File: src/hw/ccr_pkg.sv
// package: register map, field layout and reset values of the calibration bank
package ccr_pkg;

    // ------------------------------------------------------------
    // bus geometry
    // ------------------------------------------------------------
    localparam int CCR_DATA_W = 32;
    localparam int CCR_REG_W  = 16;
    localparam int CCR_IDX_W  = 5;
    localparam int CCR_SEL_W  = 4;

    // ------------------------------------------------------------
    // register indices (byte address is four times the index)
    // ------------------------------------------------------------
    localparam logic [4:0] CCR_IDX_CH0_GAIN_HIGH = 5'h0c;
    localparam logic [4:0] CCR_IDX_CH0_GAIN_LOW  = 5'h0d;
    localparam logic [4:0] CCR_IDX_CH1_SETUP     = 5'h0e;
    localparam logic [4:0] CCR_IDX_CH1_OFS_HIGH  = 5'h0f;
    localparam logic [4:0] CCR_IDX_CH1_OFS_LOW   = 5'h10;
    localparam logic [4:0] CCR_IDX_CH1_GAIN_HIGH = 5'h11;
    localparam logic [4:0] CCR_IDX_CH1_GAIN_LOW  = 5'h12;
    localparam logic [4:0] CCR_IDX_GLOBAL_DC     = 5'h1c;
    localparam logic [4:0] CCR_IDX_STATUS        = 5'h1d;
    localparam int         CCR_BANK_N            = 7;

    // ------------------------------------------------------------
    // reset values and writable bits, bank order from index 0x0c
    // ------------------------------------------------------------
    localparam logic [15:0] CCR_RESET [CCR_BANK_N] = '{
        16'h8000, 16'h0000, 16'h0000, 16'h0000, 16'h0000, 16'h8000, 16'h0000
    };
    localparam logic [15:0] CCR_WMASK [CCR_BANK_N] = '{
        16'hffff, 16'hff00, 16'hffc7, 16'hffff, 16'hff00, 16'hffff, 16'hff00
    };
    localparam logic [3:0] CCR_GLOBAL_DC_RESET = 4'h0;

    // ------------------------------------------------------------
    // field positions
    // ------------------------------------------------------------
    localparam int CCR_DELAY_LSB  = 6;
    localparam int CCR_DELAY_W    = 10;
    localparam int CCR_DC_OFF_BIT = 2;
    localparam int CCR_INSEL_LSB  = 0;
    localparam int CCR_INSEL_W    = 2;
    localparam int CCR_LOW_LSB    = 8;
    localparam int CCR_COEFF_W    = 4;
    localparam int CCR_CAL_W      = 24;
    localparam int CCR_ACTIVE_BIT = 4;

    localparam logic [23:0] CCR_GAIN_UNITY = 24'h800000;
    localparam logic [3:0]  CCR_COEFF_OFF  = 4'h0;

    typedef enum logic [1:0] {
        CCR_IN_PAIR,
        CCR_IN_SHORTED,
        CCR_IN_POS_TEST,
        CCR_IN_NEG_TEST
    } ccr_input_sel_t;

endpackage : ccr_pkg

File: src/hw/ccr_regs.sv
// module: channel calibration and configuration register bank, wishbone slave
module ccr_regs
    import ccr_pkg::*;
#(
    parameter int ADDR_W = 8
)(
    input  wire logic                  CLOCK_IN,
    input  wire logic                  RESET_IN,
    input  wire logic                  WB_CYC_IN,
    input  wire logic                  WB_STB_IN,
    input  wire logic                  WB_WE_IN,
    input  wire logic [ADDR_W-1:0]     WB_ADR_IN,
    input  wire logic [CCR_SEL_W-1:0]  WB_SEL_IN,
    input  wire logic [CCR_DATA_W-1:0] WB_DAT_IN,
    output logic      [CCR_DATA_W-1:0] WB_DAT_OUT,
    output logic                       WB_ACK_OUT,
    output logic      [CCR_CAL_W-1:0]  CH0_GAIN_OUT,
    output logic      [CCR_CAL_W-1:0]  CH1_GAIN_OUT,
    output logic      [CCR_CAL_W-1:0]  CH1_OFFSET_OUT,
    output logic      [CCR_DELAY_W-1:0] CH1_DELAY_OUT,
    output ccr_input_sel_t             CH1_INPUT_SEL_OUT,
    output logic      [CCR_COEFF_W-1:0] CH1_DC_COEFF_OUT
);

    // ------------------------------------------------------------
    // decode helpers
    // ------------------------------------------------------------
    function automatic logic in_bank(input logic [CCR_IDX_W-1:0] idx);
        in_bank = (idx >= CCR_IDX_CH0_GAIN_HIGH) && (idx <= CCR_IDX_CH1_GAIN_LOW);
    endfunction : in_bank

    function automatic logic [2:0] bank_slot(input logic [CCR_IDX_W-1:0] idx);
        logic [CCR_IDX_W-1:0] diff;
        diff      = idx - CCR_IDX_CH0_GAIN_HIGH;
        bank_slot = diff[2:0];
    endfunction : bank_slot

    // byte lanes 0 and 1 carry the 16-bit register; lanes 2 and 3 are unused
    function automatic logic [15:0] lane_merge(input logic [15:0] old_v,
                                               input logic [15:0] new_v,
                                               input logic [1:0]  sel);
        lane_merge[7:0]  = sel[0] ? new_v[7:0]  : old_v[7:0];
        lane_merge[15:8] = sel[1] ? new_v[15:8] : old_v[15:8];
    endfunction : lane_merge

    // ------------------------------------------------------------
    // bus handshake
    // ------------------------------------------------------------
    logic                  ack_q;
    logic                  req;
    logic                  wr_fire;
    logic [CCR_IDX_W-1:0]  idx;
    logic [15:0]           wdat;

    assign req     = WB_CYC_IN && WB_STB_IN;
    // the write lands on the edge where the master sees ack, never earlier
    assign wr_fire = req && WB_WE_IN && ack_q;
    assign idx     = WB_ADR_IN[CCR_IDX_W+1:2];
    assign wdat    = WB_DAT_IN[CCR_REG_W-1:0];

    // one wait cycle, then a one-cycle ack; unmapped indices also ack
    always_ff @(posedge CLOCK_IN) begin
        if (RESET_IN) begin
            ack_q <= 1'b0;
        end else begin
            ack_q <= req && !ack_q;
        end
    end

    // ------------------------------------------------------------
    // register storage
    // ------------------------------------------------------------
    logic [15:0] bank_q [CCR_BANK_N];
    logic [3:0]  global_dc_q;

    genvar gi;
    generate
        for (gi = 0; gi < CCR_BANK_N; gi++) begin : g_bank
            always_ff @(posedge CLOCK_IN) begin
                if (RESET_IN) begin
                    bank_q[gi] <= CCR_RESET[gi];
                end else if (wr_fire && in_bank(idx) && bank_slot(idx) == 3'(gi)) begin
                    // reserved bits masked to zero on every write
                    bank_q[gi] <= lane_merge(bank_q[gi], wdat, WB_SEL_IN[1:0])
                                  & CCR_WMASK[gi];
                end
            end
        end
    endgenerate

    always_ff @(posedge CLOCK_IN) begin
        if (RESET_IN) begin
            global_dc_q <= CCR_GLOBAL_DC_RESET;
        end else if (wr_fire && idx == CCR_IDX_GLOBAL_DC && WB_SEL_IN[0]) begin
            global_dc_q <= wdat[CCR_COEFF_W-1:0];
        end
    end

    // ------------------------------------------------------------
    // dc filter resolution
    // ------------------------------------------------------------
    logic [3:0] eff_coeff;
    logic       eff_active;
    logic       ch1_off;
    logic       active_q;

    assign ch1_off = bank_q[2][CCR_DC_OFF_BIT];

    ccr_dc_resolve u_dc (
        .global_coeff_in (global_dc_q),
        .chan_off_in     (ch1_off),
        .eff_coeff_out   (eff_coeff),
        .active_out      (eff_active)
    );

    always_ff @(posedge CLOCK_IN) begin
        if (RESET_IN) begin
            CH1_DC_COEFF_OUT <= CCR_COEFF_OFF;
            active_q         <= 1'b0;
        end else begin
            CH1_DC_COEFF_OUT <= eff_coeff;
            active_q         <= eff_active;
        end
    end

    // ------------------------------------------------------------
    // read path
    // ------------------------------------------------------------
    logic [15:0] rd_word;

    always_comb begin
        rd_word = 16'h0000;
        if (in_bank(idx)) begin
            rd_word = bank_q[bank_slot(idx)];
        end else if (idx == CCR_IDX_GLOBAL_DC) begin
            rd_word[CCR_COEFF_W-1:0] = global_dc_q;
        end else if (idx == CCR_IDX_STATUS) begin
            rd_word[CCR_COEFF_W-1:0] = CH1_DC_COEFF_OUT;
            rd_word[CCR_ACTIVE_BIT]  = active_q;
        end
    end

    // data is captured with the ack so it stands exactly while ack is high
    always_ff @(posedge CLOCK_IN) begin
        if (RESET_IN) begin
            WB_DAT_OUT <= 32'h0000_0000;
        end else if (req && !ack_q && !WB_WE_IN) begin
            WB_DAT_OUT <= {16'h0000, rd_word};
        end else begin
            WB_DAT_OUT <= 32'h0000_0000;
        end
    end

    assign WB_ACK_OUT = ack_q;

    // ------------------------------------------------------------
    // calibration and channel outputs
    // ------------------------------------------------------------
    // gain is an unsigned fraction, 800000h is unity; offset is signed
    assign CH0_GAIN_OUT   = {bank_q[0], bank_q[1][15:CCR_LOW_LSB]};
    assign CH1_OFFSET_OUT = {bank_q[3], bank_q[4][15:CCR_LOW_LSB]};
    assign CH1_GAIN_OUT   = {bank_q[5], bank_q[6][15:CCR_LOW_LSB]};
    // signed count of modulator clocks, two's complement
    assign CH1_DELAY_OUT  = bank_q[2][CCR_DELAY_LSB +: CCR_DELAY_W];
    assign CH1_INPUT_SEL_OUT = ccr_input_sel_t'(bank_q[2][CCR_INSEL_LSB +: CCR_INSEL_W]);
endmodule : ccr_regs

File: src/hw/ccr_dc_resolve.sv
// module: effective dc filter coefficient of one channel
module ccr_dc_resolve
    import ccr_pkg::*;
(
    input  wire logic [3:0] global_coeff_in,
    input  wire logic       chan_off_in,
    output logic      [3:0] eff_coeff_out,
    output logic            active_out
);

    // ------------------------------------------------------------
    // per-channel disable overrides the shared setting
    // ------------------------------------------------------------
    // 0 means off; 1..15 halve the coefficient from 1/4 to 1/65536
    always_comb begin
        if (chan_off_in) begin
            eff_coeff_out = CCR_COEFF_OFF;
        end else begin
            eff_coeff_out = global_coeff_in;
        end
        active_out = (eff_coeff_out != CCR_COEFF_OFF);
    end

endmodule : ccr_dc_resolve

File: config.mk
export PLATFORM = sky130hd
export DESIGN_NAME = ccr_regs
export DESIGN_NICKNAME = d
export VERILOG_FILES = /design/src/hw/ccr_pkg.sv /design/src/hw/ccr_regs.sv /design/src/hw/ccr_dc_resolve.sv
export SDC_FILE = /design/constraint.sdc
export NUM_CORES = 1
export LEC_CHECK = 0
export BUFFER_PORTS_ARGS = -buffer_cell sky130_fd_sc_hd__buf_2
export CORE_UTILIZATION = 40
export DETAILED_ROUTE_END_ITERATION = 10
export GPL_ROUTABILITY_DRIVEN = 0
export PLACE_DENSITY = 0.65
export SETUP_SLACK_MARGIN = 0.15
export SYNTH_ARGS = -nofsm -noshare
export SYNTH_HDL_FRONTEND = slang
export SYNTH_SLANG_ARGS = --single-unit
File: constraint.sdc
create_clock -name CLOCK_IN -period 6.25 [get_ports CLOCK_IN]
set_input_delay 1.25 -clock CLOCK_IN [delete_from_list [all_inputs] [get_ports CLOCK_IN]]
set_output_delay 1.25 -clock CLOCK_IN [all_outputs]
set_load 0.01 [all_outputs]
Word level (Yosys, flattened, before mapping):

Memories as Yosys holds them, arrays and structs flattened.
Cells that the tools add are included.

* register bits after elaboration: 42
* bits in writable memories: 112
* input port bits: 49
* output and inout port bits: 121
* logic and storage cells: 96
* memories: 1

* $add $sub $neg: 1
* $lt $le $gt $ge: 2
* eq/ne operators: 8
* multiplexer cells: 46
* bitwise operators: 9
* reduce and logical (&&, ||, !) cells: 22

Memories
* bank_q: depth 7, bits a word 16, read ports 8, clocked after Yosys merged registers in 0, write ports 7, line ccr_regs.sv:73 `logic [15:0] bank_q [CCR_BANK_N];`

Operator list (number)
* two-way mux 16 bit: 7
* two-way mux 8 bit: 11
* two-way mux 1 bit: 24
* logical AND 1 bit: 16
* == test 5 bit, second input constant: 2
* two-way mux 5 bit: 2
* == test 3 bit, second input constant: 3
* two-way mux 4 bit: 2
* OR 1 bit: 7
* == test 3 x 2 -> 1 bit, second input constant: 2
* >= comparator 5 x 4 -> 1 bit, second input constant: 1
* <= comparator 5 bit, second input constant: 1
* nonzero test 4 bit: 1
* == test 3 x 1 -> 1 bit, second input constant: 1
* zero test 3 bit: 1
* OR reduction 3 bit: 1
* subtractor 3 bit, second input constant: 1
* zero test 1 bit: 2
* inverter 1 bit: 2
* OR reduction 2 bit: 1

Depth between registers and ports, before layout:

Gate-level depths: netlist of the first run.

* depth after elaboration: 9
* depth in mapped cells: 7
* gate-level depth less buffers: 4

Hierarchy:

A second synthesis of the first run with hierarchy kept.

* cell total of the unflattened synthesis: 423
* area total of the unflattened synthesis: 5119.9 sq um

Modules (own cells, without submodules)
* ccr_regs: instances 1, cells an instance 417, area each 5084.9 sq um
* ccr_dc_resolve: instances 1, cells an instance 6, area each 35.0 sq um

Least setup slack after synthesis of the first run:

Ideal clock, no wire load.

* path kind: in2reg
* from: input port RESET_IN
* to: memory bank_q[5][10] (enable)
* setup time: 0.384 ns
* data arrival time: 2.780 ns
* data required time: 5.866 ns
* slack: 3.086 ns
* cell stages on the path: 5
* path buffers: 2
* cell sequence: buf_2 nor3b_4 nand3_4 buf_6 o21ai_0

RTL lines
* from (decl): line ccr_regs.sv:8 `input wire logic RESET_IN,`
* to (decl): line ccr_regs.sv:73

==> impl_results.html, run 1 <==
<table>
<tr><th>Metric</th><th>Value</th></tr>
<tr><th colspan="2">Status</th></tr>
<tr><td>Run status</td><td>finished, final reports clean</td></tr>
<tr><th colspan="2">Timing</th></tr>
<tr><td>Final number of max-transition violations</td><td>0</td></tr>
<tr><td>Smallest hold slack</td><td>0.504 ns</td></tr>
<tr><td>Setup TNS after final layout</td><td>0 ns</td></tr>
<tr><td>Relative slew slack</td><td>15.1%</td></tr>
<tr><td>Peak Freq</td><td>0.232 GHz</td></tr>
<tr><td>Clock Skews</td><td>0.00636 ns</td></tr>
<tr><td>Endpoints failing setup</td><td>0</td></tr>
<tr><td>Worst-Margin Slew</td><td>1.26 ns</td></tr>
<tr><td>Final count of hold timing violations</td><td>0</td></tr>
<tr><td>Post-layout min period</td><td>4.30 ns</td></tr>
<tr><td>Final period utilization</td><td>68.8%</td></tr>
<tr><td>Unrepaired setup endpoints after global routing</td><td>false</td></tr>
<tr><th colspan="2">Worst setup path</th></tr>
<tr><td>Critical path data arrival time</td><td>4.27 ns</td></tr>
<tr><td>Worst-path maximum fanout</td><td>65</td></tr>
<tr><td>Kind of end point of the critical path</td><td>flip-flop</td></tr>
<tr><td>Worst reg-to-reg path cell count</td><td>4</td></tr>
<tr><td>Master of the slowest instance on the critical path</td><td>sky130_fd_sc_hd__o21ai_0</td></tr>
<tr><td>Data required, critical path</td><td>6.22 ns</td></tr>
<tr><td>CP Launch Point</td><td>WB_ADR_IN[4]</td></tr>
<tr><td>FF-to-FF Start</td><td>WB_ACK_OUT</td></tr>
<tr><td>Endpoint of the worst register-to-register path</td><td>bank_q[4][11]</td></tr>
<tr><td>Worst Setup Start Kind</td><td>input pin</td></tr>
<tr><td>Flop2flop setup slack</td><td>3.38 ns</td></tr>
<tr><td>Critical Setup Path Class</td><td>input pin to flip-flop</td></tr>
<tr><td>Crit path largest cell delay</td><td>1.11 ns</td></tr>
<tr><td>Crit path cell chain</td><td>buf_2, buf_4, and3b_1, a21o_1, nand3_4, o21ai_0</td></tr>
<tr><th colspan="2">Logic synthesis</th></tr>
<tr><td>Number of enable flip-flop cells after synthesis</td><td>85</td></tr>
<tr><td>Fraction of the yosys area taken by sequential cells</td><td>61.0%</td></tr>
<tr><td>Synthesized area per cell</td><td>12.1 um2</td></tr>
<tr><td>Synthesized netlist cell count</td><td>415</td></tr>
<tr><td>Number of warning messages in the yosys log</td><td>0</td></tr>
<tr><td>Share of async-settable or async-resettable flops after synthesis</td><td>0%</td></tr>
<tr><td>Top area cells in the synthesized netlist</td><td>sky130_fd_sc_hd__edfxtp_1 (51%), sky130_fd_sc_hd__dfxtp_1 (10%), sky130_fd_sc_hd__nor2_1 (6.4%), sky130_fd_sc_hd__mux2i_1 (4.4%), sky130_fd_sc_hd__mux4_2 (3.6%)</td></tr>
<tr><td>Post-synth top area cell</td><td>sky130_fd_sc_hd__edfxtp_1</td></tr>
<tr><td>Synthesized flop and latch total</td><td>111</td></tr>
<tr><td>Netlist area before placement</td><td>0.00504 mm2</td></tr>
<tr><td>Number of unique standard cell types used by synthesis</td><td>50</td></tr>
<tr><td>Post-synth top flop</td><td>sky130_fd_sc_hd__edfxtp_1</td></tr>
<tr><td>Top cell type's share of synthesized area</td><td>50.7%</td></tr>
<tr><th colspan="2">Floorplan</th></tr>
<tr><td>Cell Rows</td><td>40</td></tr>
<tr><td>Core region area</td><td>0.0122 mm2</td></tr>
<tr><td>Number of top-level pins</td><td>170</td></tr>
<tr><td>Overall die area</td><td>0.0130 mm2</td></tr>
<tr><td>Chip Width</td><td>114 um</td></tr>
<tr><td>Initial core utilization</td><td>41.4%</td></tr>
<tr><td>Die span in y</td><td>114 um</td></tr>
<tr><th colspan="2">Clocking</th></tr>
<tr><td>Root buffer cell</td><td>sky130_fd_sc_hd__clkbuf_16</td></tr>
<tr><td>PostCTS Resize Cnt</td><td>0</td></tr>
<tr><td>CTS Hold Bufs</td><td>0</td></tr>
<tr><td>Clock tree buffer depth</td><td>2</td></tr>
<tr><td>Setup bufs post-CTS</td><td>0</td></tr>
<tr><td>Number of buffers inserted during clock tree synthesis</td><td>9</td></tr>
<tr><td>Clock H-tree levels</td><td>3</td></tr>
<tr><td>Clock transition at the registers of the reported paths</td><td>0.07 ns</td></tr>
<tr><td>Clock tree from TritonCTS</td><td>built</td></tr>
<tr><td>Sinks on Clock Net</td><td>111</td></tr>
<tr><td>Clock latency at the later pin of the worst-skew pair</td><td>0.35 ns</td></tr>
<tr><th colspan="2">Pwr</th></tr>
<tr><td>Power Total</td><td>0.00149 W</td></tr>
<tr><td>LEAKAGE</td><td>2.46 nW</td></tr>
<tr><td>Peak supply drop</td><td>0.000125 V</td></tr>
<tr><td>Ratio of total power to cell area</td><td>247 mW/mm2</td></tr>
<tr><th colspan="2">Final layout</th></tr>
<tr><td>Area of all placed cells without fillers</td><td>0.00605 mm2</td></tr>
<tr><td>Final Net Count</td><td>589</td></tr>
<tr><td>Area growth, synth to finish</td><td>20.1%</td></tr>
<tr><td>Antenna cells</td><td>0</td></tr>
<tr><td>Number of non-filler instances in the completed layout</td><td>713</td></tr>
<tr><td>Share of post-route cells with drive strength above 1</td><td>33.8%</td></tr>
<tr><th colspan="2">Detailed routing</th></tr>
<tr><td>Iteration-0 DRC Markers</td><td>220</td></tr>
<tr><td>Detailed-route wire length</td><td>13300 um</td></tr>
<tr><td>Via Count</td><td>3663</td></tr>
<tr><td>Detail-routed via count per cell</td><td>5.14</td></tr>
<tr><td>Count of unresolved DRC violations after routing</td><td>0</td></tr>
<tr><td>Post-DRT Antenna Nets</td><td>0</td></tr>
<tr><td>Drt pass-1 iters</td><td>5</td></tr>
<tr><td>Wire length per cell after detailed routing</td><td>18.6 um</td></tr>
<tr><th colspan="2">Placement</th></tr>
<tr><td>Count of buffers from port buffering</td><td>132</td></tr>
<tr><td>Detailed Place HPWL</td><td>9250 um</td></tr>
<tr><td>Placed instance area</td><td>0.00578 mm2</td></tr>
<tr><td>Cells after DPL</td><td>697</td></tr>
<tr><th colspan="2">Min path</th></tr>
<tr><td>End point of the worst hold path</td><td>active_q</td></tr>
<tr><td>Worst Hold Depth</td><td>1</td></tr>
<tr><td>Type of the tightest min-delay check</td><td>flip-flop to flip-flop</td></tr>
<tr><td>Launch instance of the worst min-delay path</td><td>bank_q[2][2]</td></tr>
<tr><th colspan="2">GRT</th></tr>
<tr><td>Wire length of the first global-routing pass</td><td>19700 um</td></tr>
<tr><td>Via count of the first global-routing pass</td><td>3546</td></tr>
<tr><td>Total global routing overflow</td><td>0</td></tr>
<tr><td>GRT Total Usage</td><td>20.4%</td></tr>
<tr><td>Antenna violations before repair</td><td>0</td></tr>
<tr><td>Largest net degree at the start of global routing</td><td>66</td></tr>
<tr><th colspan="2">Run</th></tr>
<tr><td>Count of maximum capacitance violations</td><td>0</td></tr>
</table>
how the worst max path moves through the flow:
stage,end,slack [ns],depth (start not counted)
floorplan,bank_q[5][10],3.09,5
global placement,bank_q[4][10],1.70,6
detailed placement,bank_q[4][11],1.52,6
CTS,bank_q[4][11],1.90,6
global route,bank_q[4][11],1.75,6
finish,bank_q[4][11],1.95,6
registers in the layout (all words and copies together), names as in the netlist:
signal / cells
bank_q: 85
WB_DAT_OUT: 16
CH1_DC_COEFF_OUT: 4
global_dc_q: 4
WB_ACK_OUT: 1
active_q: 1
synthesized netlist by cell type, types with 2 or more instances:
cell type / n
sky130_fd_sc_hd__and4_1: 2
sky130_fd_sc_hd__nor2_1: 86
sky130_fd_sc_hd__buf_4: 19
sky130_fd_sc_hd__nand3b_1: 2
sky130_fd_sc_hd__clkbuf_1: 6
sky130_fd_sc_hd__a21oi_1: 7
sky130_fd_sc_hd__nand3_4: 3
sky130_fd_sc_hd__mux2_2: 5
sky130_fd_sc_hd__buf_2: 15
sky130_fd_sc_hd__nor4bb_1: 2
sky130_fd_sc_hd__dfxtp_1: 26
sky130_fd_sc_hd__nand2b_1: 11
sky130_fd_sc_hd__a211oi_1: 2
sky130_fd_sc_hd__nor3_1: 4
sky130_fd_sc_hd__a31oi_1: 2
sky130_fd_sc_hd__mux2i_1: 22
sky130_fd_sc_hd__and2_1: 9
sky130_fd_sc_hd__nand2_1: 30
sky130_fd_sc_hd__buf_1: 2
sky130_fd_sc_hd__nor3b_1: 5
sky130_fd_sc_hd__edfxtp_1: 85
sky130_fd_sc_hd__o21ai_0: 20
sky130_fd_sc_hd__nor3b_2: 5
sky130_fd_sc_hd__nor2b_1: 4
sky130_fd_sc_hd__mux4_2: 8
sky130_fd_sc_hd__a22o_1: 6
sky130_fd_sc_hd__inv_1: 3
sky130_fd_sc_hd__nand3_1: 2
worst max-delay path, delay by kind of cell:
kind / cells / cell delay [ns]
AO/OA/AOI/OAI: 2 / 1.57
buffers and inverters: 2 / 0.68
AND/OR/NAND/NOR: 2 / 0.76
cell usage in the layout (no fill, tap or decap), drive strengths merged, types with 11 or more instances in the layout:
cell and n:
nand2b 11, buf 142, edfxtp 85, mux2i 22, conb 16, nand2 30, nor2 87, dfxtp 26
nor3b 11, o21ai 20
per-layer routing:
| metal | vias to the layer above | part of all wire [%] | global-route usage (%) |
|---|---|---|---|
| li1 | 1697 | - | - |
| met1 | 1792 | 44 | 28.9 |
| met2 | 156 | 47 | 31.5 |
| met3 | 18 | 6.9 | 2.70 |
| met4 | 0 | 2.0 | 9.09 |
| met5 | - | 0 | 0 |
per-stage QoR:
step           setup WS, ns  utilization, %
3_3_place_gp           1.70            47.5
2_1_floorplan          3.09               -
3_5_place_dp           1.52            47.5
6_report               1.95            49.8
4_1_cts                1.90            49.8
5_1_grt                1.75            49.8
where the power goes:
| part | internal (W) | switching, W |
|---|---|---|
| registers | 0.000809 | 0.0000112 |
| logic | 0.0000486 | 0.0000861 |
| clock network | 0.000270 | 0.000267 |
cell families after synthesis:
group           share of synthesized area, %
simple gates                            18.9
flops                                   61.0
buf+inv                                 5.37
compound gates                          5.59
mux                                     9.07
other cells                           0.0745
layout make-up:
cell class	count	area [um2]
clock buffer	9	225
fill	1114	6110
timing repair buffer	142	736
tap	168	210
sequential	111	3070
clock inverter	7	46.3
multi-input combinational	273	1750
inverter	3	11.3
(Power assumes the default switching activity.)
==> run 2: changes to the inputs <==
==> constraint.sdc (replaced) <==
create_clock -name CLOCK_IN -period 4.2 [get_ports CLOCK_IN]
set_input_delay 0.84 -clock CLOCK_IN [delete_from_list [all_inputs] [get_ports CLOCK_IN]]
set_output_delay 0.84 -clock CLOCK_IN [all_outputs]
set_load 0.01 [all_outputs]
==> run 2 against run 1 <==
Compared with the run above: clock power is 44% higher; non-clock buffer count is 10 higher; cell count is 1.4% higher; via count is 1.7% higher; power is 47% higher; clock-buffer cell count is 3 higher; worst setup slack worse by 0.75 ns; sequential cell count stayed put; critical path depth stayed put; sequential share of layout area is 0.53 points lower.
==> impl_results.html, run 2 (synthesis gave the netlist of run 1 again) <==
<table>
<tr><th>Metric</th><th>Value</th></tr>
<tr><th colspan="2">Detailed routing</th></tr>
<tr><td>Detail-routed via count per cell</td><td>5.15 (+0.26%)</td></tr>
<tr><td>Detailed-route wire length</td><td>13100 um (-1.7%)</td></tr>
<tr><td>Post-DRT Antenna Nets</td><td>0 (unchanged)</td></tr>
<tr><td>Drt pass-1 iters</td><td>5 (unchanged)</td></tr>
<tr><td>Count of unresolved DRC violations after routing</td><td>0 (unchanged)</td></tr>
<tr><td>Wire length per cell after detailed routing</td><td>18.1 um (-3.0%)</td></tr>
<tr><td>Via Count</td><td>3724 (+1.7%)</td></tr>
<tr><td>Iteration-0 DRC Markers</td><td>275 (+25%)</td></tr>
<tr><th colspan="2">Min path</th></tr>
<tr><td>End point of the worst hold path</td><td>CH1_DC_COEFF_OUT[2]</td></tr>
<tr><td>Launch instance of the worst min-delay path</td><td>global_dc_q[2]</td></tr>
<tr><td>Type of the tightest min-delay check</td><td>flip-flop to flip-flop</td></tr>
<tr><td>Worst Hold Depth</td><td>1 (unchanged)</td></tr>
<tr><th colspan="2">Clocking</th></tr>
<tr><td>Clock transition at the registers of the reported paths</td><td>0.07 ns (about the same)</td></tr>
<tr><td>Clock tree from TritonCTS</td><td>built</td></tr>
<tr><td>Root buffer cell</td><td>sky130_fd_sc_hd__clkbuf_16</td></tr>
<tr><td>Number of buffers inserted during clock tree synthesis</td><td>9 (unchanged)</td></tr>
<tr><td>Clock latency at the later pin of the worst-skew pair</td><td>0.35 ns (about the same)</td></tr>
<tr><td>Setup bufs post-CTS</td><td>0 (unchanged)</td></tr>
<tr><td>Clock H-tree levels</td><td>3 (unchanged)</td></tr>
<tr><td>PostCTS Resize Cnt</td><td>0 (unchanged)</td></tr>
<tr><td>Clock tree buffer depth</td><td>2 (unchanged)</td></tr>
<tr><td>Sinks on Clock Net</td><td>111 (unchanged)</td></tr>
<tr><td>CTS Hold Bufs</td><td>0 (unchanged)</td></tr>
<tr><th colspan="2">Timing</th></tr>
<tr><td>Final worst setup slack</td><td>1.20 ns (-0.748 ns)</td></tr>
<tr><td>Peak Freq</td><td>0.333 GHz</td></tr>
<tr><td>Post-layout min period</td><td>3.00 ns</td></tr>
<tr><td>Relative slew slack</td><td>53.1% (+38 points)</td></tr>
<tr><td>Final period utilization</td><td>71.4%</td></tr>
<tr><td>Final number of max-transition violations</td><td>0 (unchanged)</td></tr>
<tr><td>Clock Skews</td><td>0.00877 ns (+0.00241 ns)</td></tr>
<tr><td>Endpoints failing setup</td><td>0 (unchanged)</td></tr>
<tr><td>Smallest hold slack</td><td>0.516 ns (+0.0128 ns)</td></tr>
<tr><td>Unrepaired setup endpoints after global routing</td><td>false</td></tr>
<tr><td>Setup TNS after final layout</td><td>0 ns (unchanged)</td></tr>
<tr><td>Final count of hold timing violations</td><td>0 (unchanged)</td></tr>
<tr><td>Worst-Margin Slew</td><td>0.704 ns (-0.556 ns)</td></tr>
<tr><th colspan="2">Worst setup path</th></tr>
<tr><td>Endpoint of the worst register-to-register path</td><td>bank_q[3][0]</td></tr>
<tr><td>Data required, critical path</td><td>4.25 ns (-1.97 ns)</td></tr>
<tr><td>Crit path largest cell delay</td><td>0.55 ns (-0.56 ns)</td></tr>
<tr><td>Flop2flop setup slack</td><td>1.74 ns (-1.64 ns)</td></tr>
<tr><td>Critical Setup Path Class</td><td>input pin to flip-flop</td></tr>
<tr><td>Master of the slowest instance on the critical path</td><td>sky130_fd_sc_hd__o21ai_0</td></tr>
<tr><td>Worst reg-to-reg path cell count</td><td>5 (+1)</td></tr>
<tr><td>Worst Setup Start Kind</td><td>input pin</td></tr>
<tr><td>Crit path cell chain</td><td>buf_2, nand2_1, a21o_1, nand4_4, o21ai_0, buf_4</td></tr>
<tr><td>Worst path top cell family by delay</td><td>compound AO/OA/AOI/OAI gates</td></tr>
<tr><td>Critical path data arrival time</td><td>3.05 ns (-1.22 ns)</td></tr>
<tr><td>Kind of end point of the critical path</td><td>flip-flop</td></tr>
<tr><td>Worst-path maximum fanout</td><td>19 (-71%)</td></tr>
<tr><td>FF-to-FF Start</td><td>WB_ACK_OUT</td></tr>
<tr><td>Combined buffer and inverter count along the critical path</td><td>2 (unchanged)</td></tr>
<tr><th colspan="2">Final layout</th></tr>
<tr><td>Share of post-route cells with drive strength above 1</td><td>34.4% (+0.65 points)</td></tr>
<tr><td>Biggest regs</td><td>bank_q: 85 flops, WB_DAT_OUT: 16 flops</td></tr>
<tr><td>Largest register by flop count</td><td>bank_q</td></tr>
<tr><td>Largest register FFs</td><td>85 (unchanged)</td></tr>
<tr><td>Most common library cell in the layout ignoring fill and taps</td><td>sky130_fd_sc_hd__buf_2</td></tr>
<tr><td>Antenna cells</td><td>0 (unchanged)</td></tr>
<tr><td>Area growth, synth to finish</td><td>21.4%</td></tr>
<tr><td>Final Net Count</td><td>599 (+1.7%)</td></tr>
<tr><td>Most frequent cells in the layout</td><td>sky130_fd_sc_hd__buf_2 (132), sky130_fd_sc_hd__nor2_1 (86), sky130_fd_sc_hd__edfxtp_1 (85)</td></tr>
<tr><th colspan="2">Floorplan</th></tr>
<tr><td>Overall die area</td><td>0.0130 mm2 (unchanged)</td></tr>
<tr><td>Chip Width</td><td>114 um (unchanged)</td></tr>
<tr><td>Die span in y</td><td>114 um (unchanged)</td></tr>
<tr><td>Number of top-level pins</td><td>170 (unchanged)</td></tr>
<tr><td>Core region area</td><td>0.0122 mm2 (unchanged)</td></tr>
<tr><td>Initial core utilization</td><td>41.4% (unchanged)</td></tr>
<tr><td>Cell Rows</td><td>40 (unchanged)</td></tr>
<tr><th colspan="2">GRT</th></tr>
<tr><td>Antenna violations before repair</td><td>0 (unchanged)</td></tr>
<tr><td>Via count of the first global-routing pass</td><td>3501 (-1.3%)</td></tr>
<tr><td>Wire length of the first global-routing pass</td><td>19700 um (about the same)</td></tr>
<tr><td>GRT Total Usage</td><td>20.5% (+0.090 points)</td></tr>
<tr><td>Largest net degree at the start of global routing</td><td>65 (-1.5%)</td></tr>
<tr><td>Total global routing overflow</td><td>0 (unchanged)</td></tr>
<tr><th colspan="2">Status</th></tr>
<tr><td>Run status</td><td>finished, final reports clean</td></tr>
<tr><th colspan="2">Pwr</th></tr>
<tr><td>Power Total</td><td>0.00220 W (+47%)</td></tr>
<tr><td>Ratio of total power to cell area</td><td>359 mW/mm2 (+46%)</td></tr>
<tr><td>LEAKAGE</td><td>2.50 nW (+1.7%)</td></tr>
<tr><td>Peak supply drop</td><td>0.000152 V (+22%)</td></tr>
<tr><th colspan="2">Placement</th></tr>
<tr><td>Worst slack at placement</td><td>0.844 ns (-0.677 ns)</td></tr>
<tr><td>Count of buffers from port buffering</td><td>132 (unchanged)</td></tr>
<tr><td>Detailed Place HPWL</td><td>9470 um (+2.4%)</td></tr>
<tr><th colspan="2">Run</th></tr>
<tr><td>Count of maximum capacitance violations</td><td>0 (unchanged)</td></tr>
</table>
[run 2: cell types whose count changed in the layout (fill, tap and decap cells not counted), sizes merged]
cell / change
clkinvlp: -1
inv: -2
buf: +10
clkbuf: +3
[run 2: how the worst max path moves through the flow]
stage / from / end / cells past startpoint
after detailed placement: WB_ADR_IN[3] / bank_q[3][0] / 6
after global routing: WB_ADR_IN[3] / bank_q[3][2] / 6
after CTS: WB_ADR_IN[3] / bank_q[3][2] / 6
final: WB_ADR_IN[3] / bank_q[3][0] / 6
after floorplan: RESET_IN / bank_q[5][10] / 5
after global placement: WB_ADR_IN[3] / bank_q[3][0] / 6
[run 2: metal layers]
layer  GRT usage (%)  wire (um)
met5               0          0
met4            7.97        195
met3            3.12        895
met2            31.2       6110
met1            29.6       5860
[run 2: where the power goes]
| group | internal, W | switching (W) | leakage (nW) |
|---|---|---|---|
| clock network | 0.000401 | 0.000372 | 0.120 |
| logic | 0.0000771 | 0.000129 | 1.29 |
| registers | 0.00120 | 0.0000160 | 1.09 |
[run 2: per-stage QoR]
step	cell area, um2	utilization, %	cells
global route	6110	50.3	723
global placement	5850	48.1	707
detailed placement	5850	48.1	707
floorplan	5090	-	430
CTS	6110	50.3	723
finish	6110	50.3	723
[run 2: layout make-up]
type	instances	area, um2
Timing Repair Buffer	152	811
Clock inverter	4	23.8
Multi-Input combinational cell	273	1750
Inverter	3	11.3
Sequential cell	111	3070
Clock buffer	12	236
Tap cell	168	210
Fill cell	1127	6050
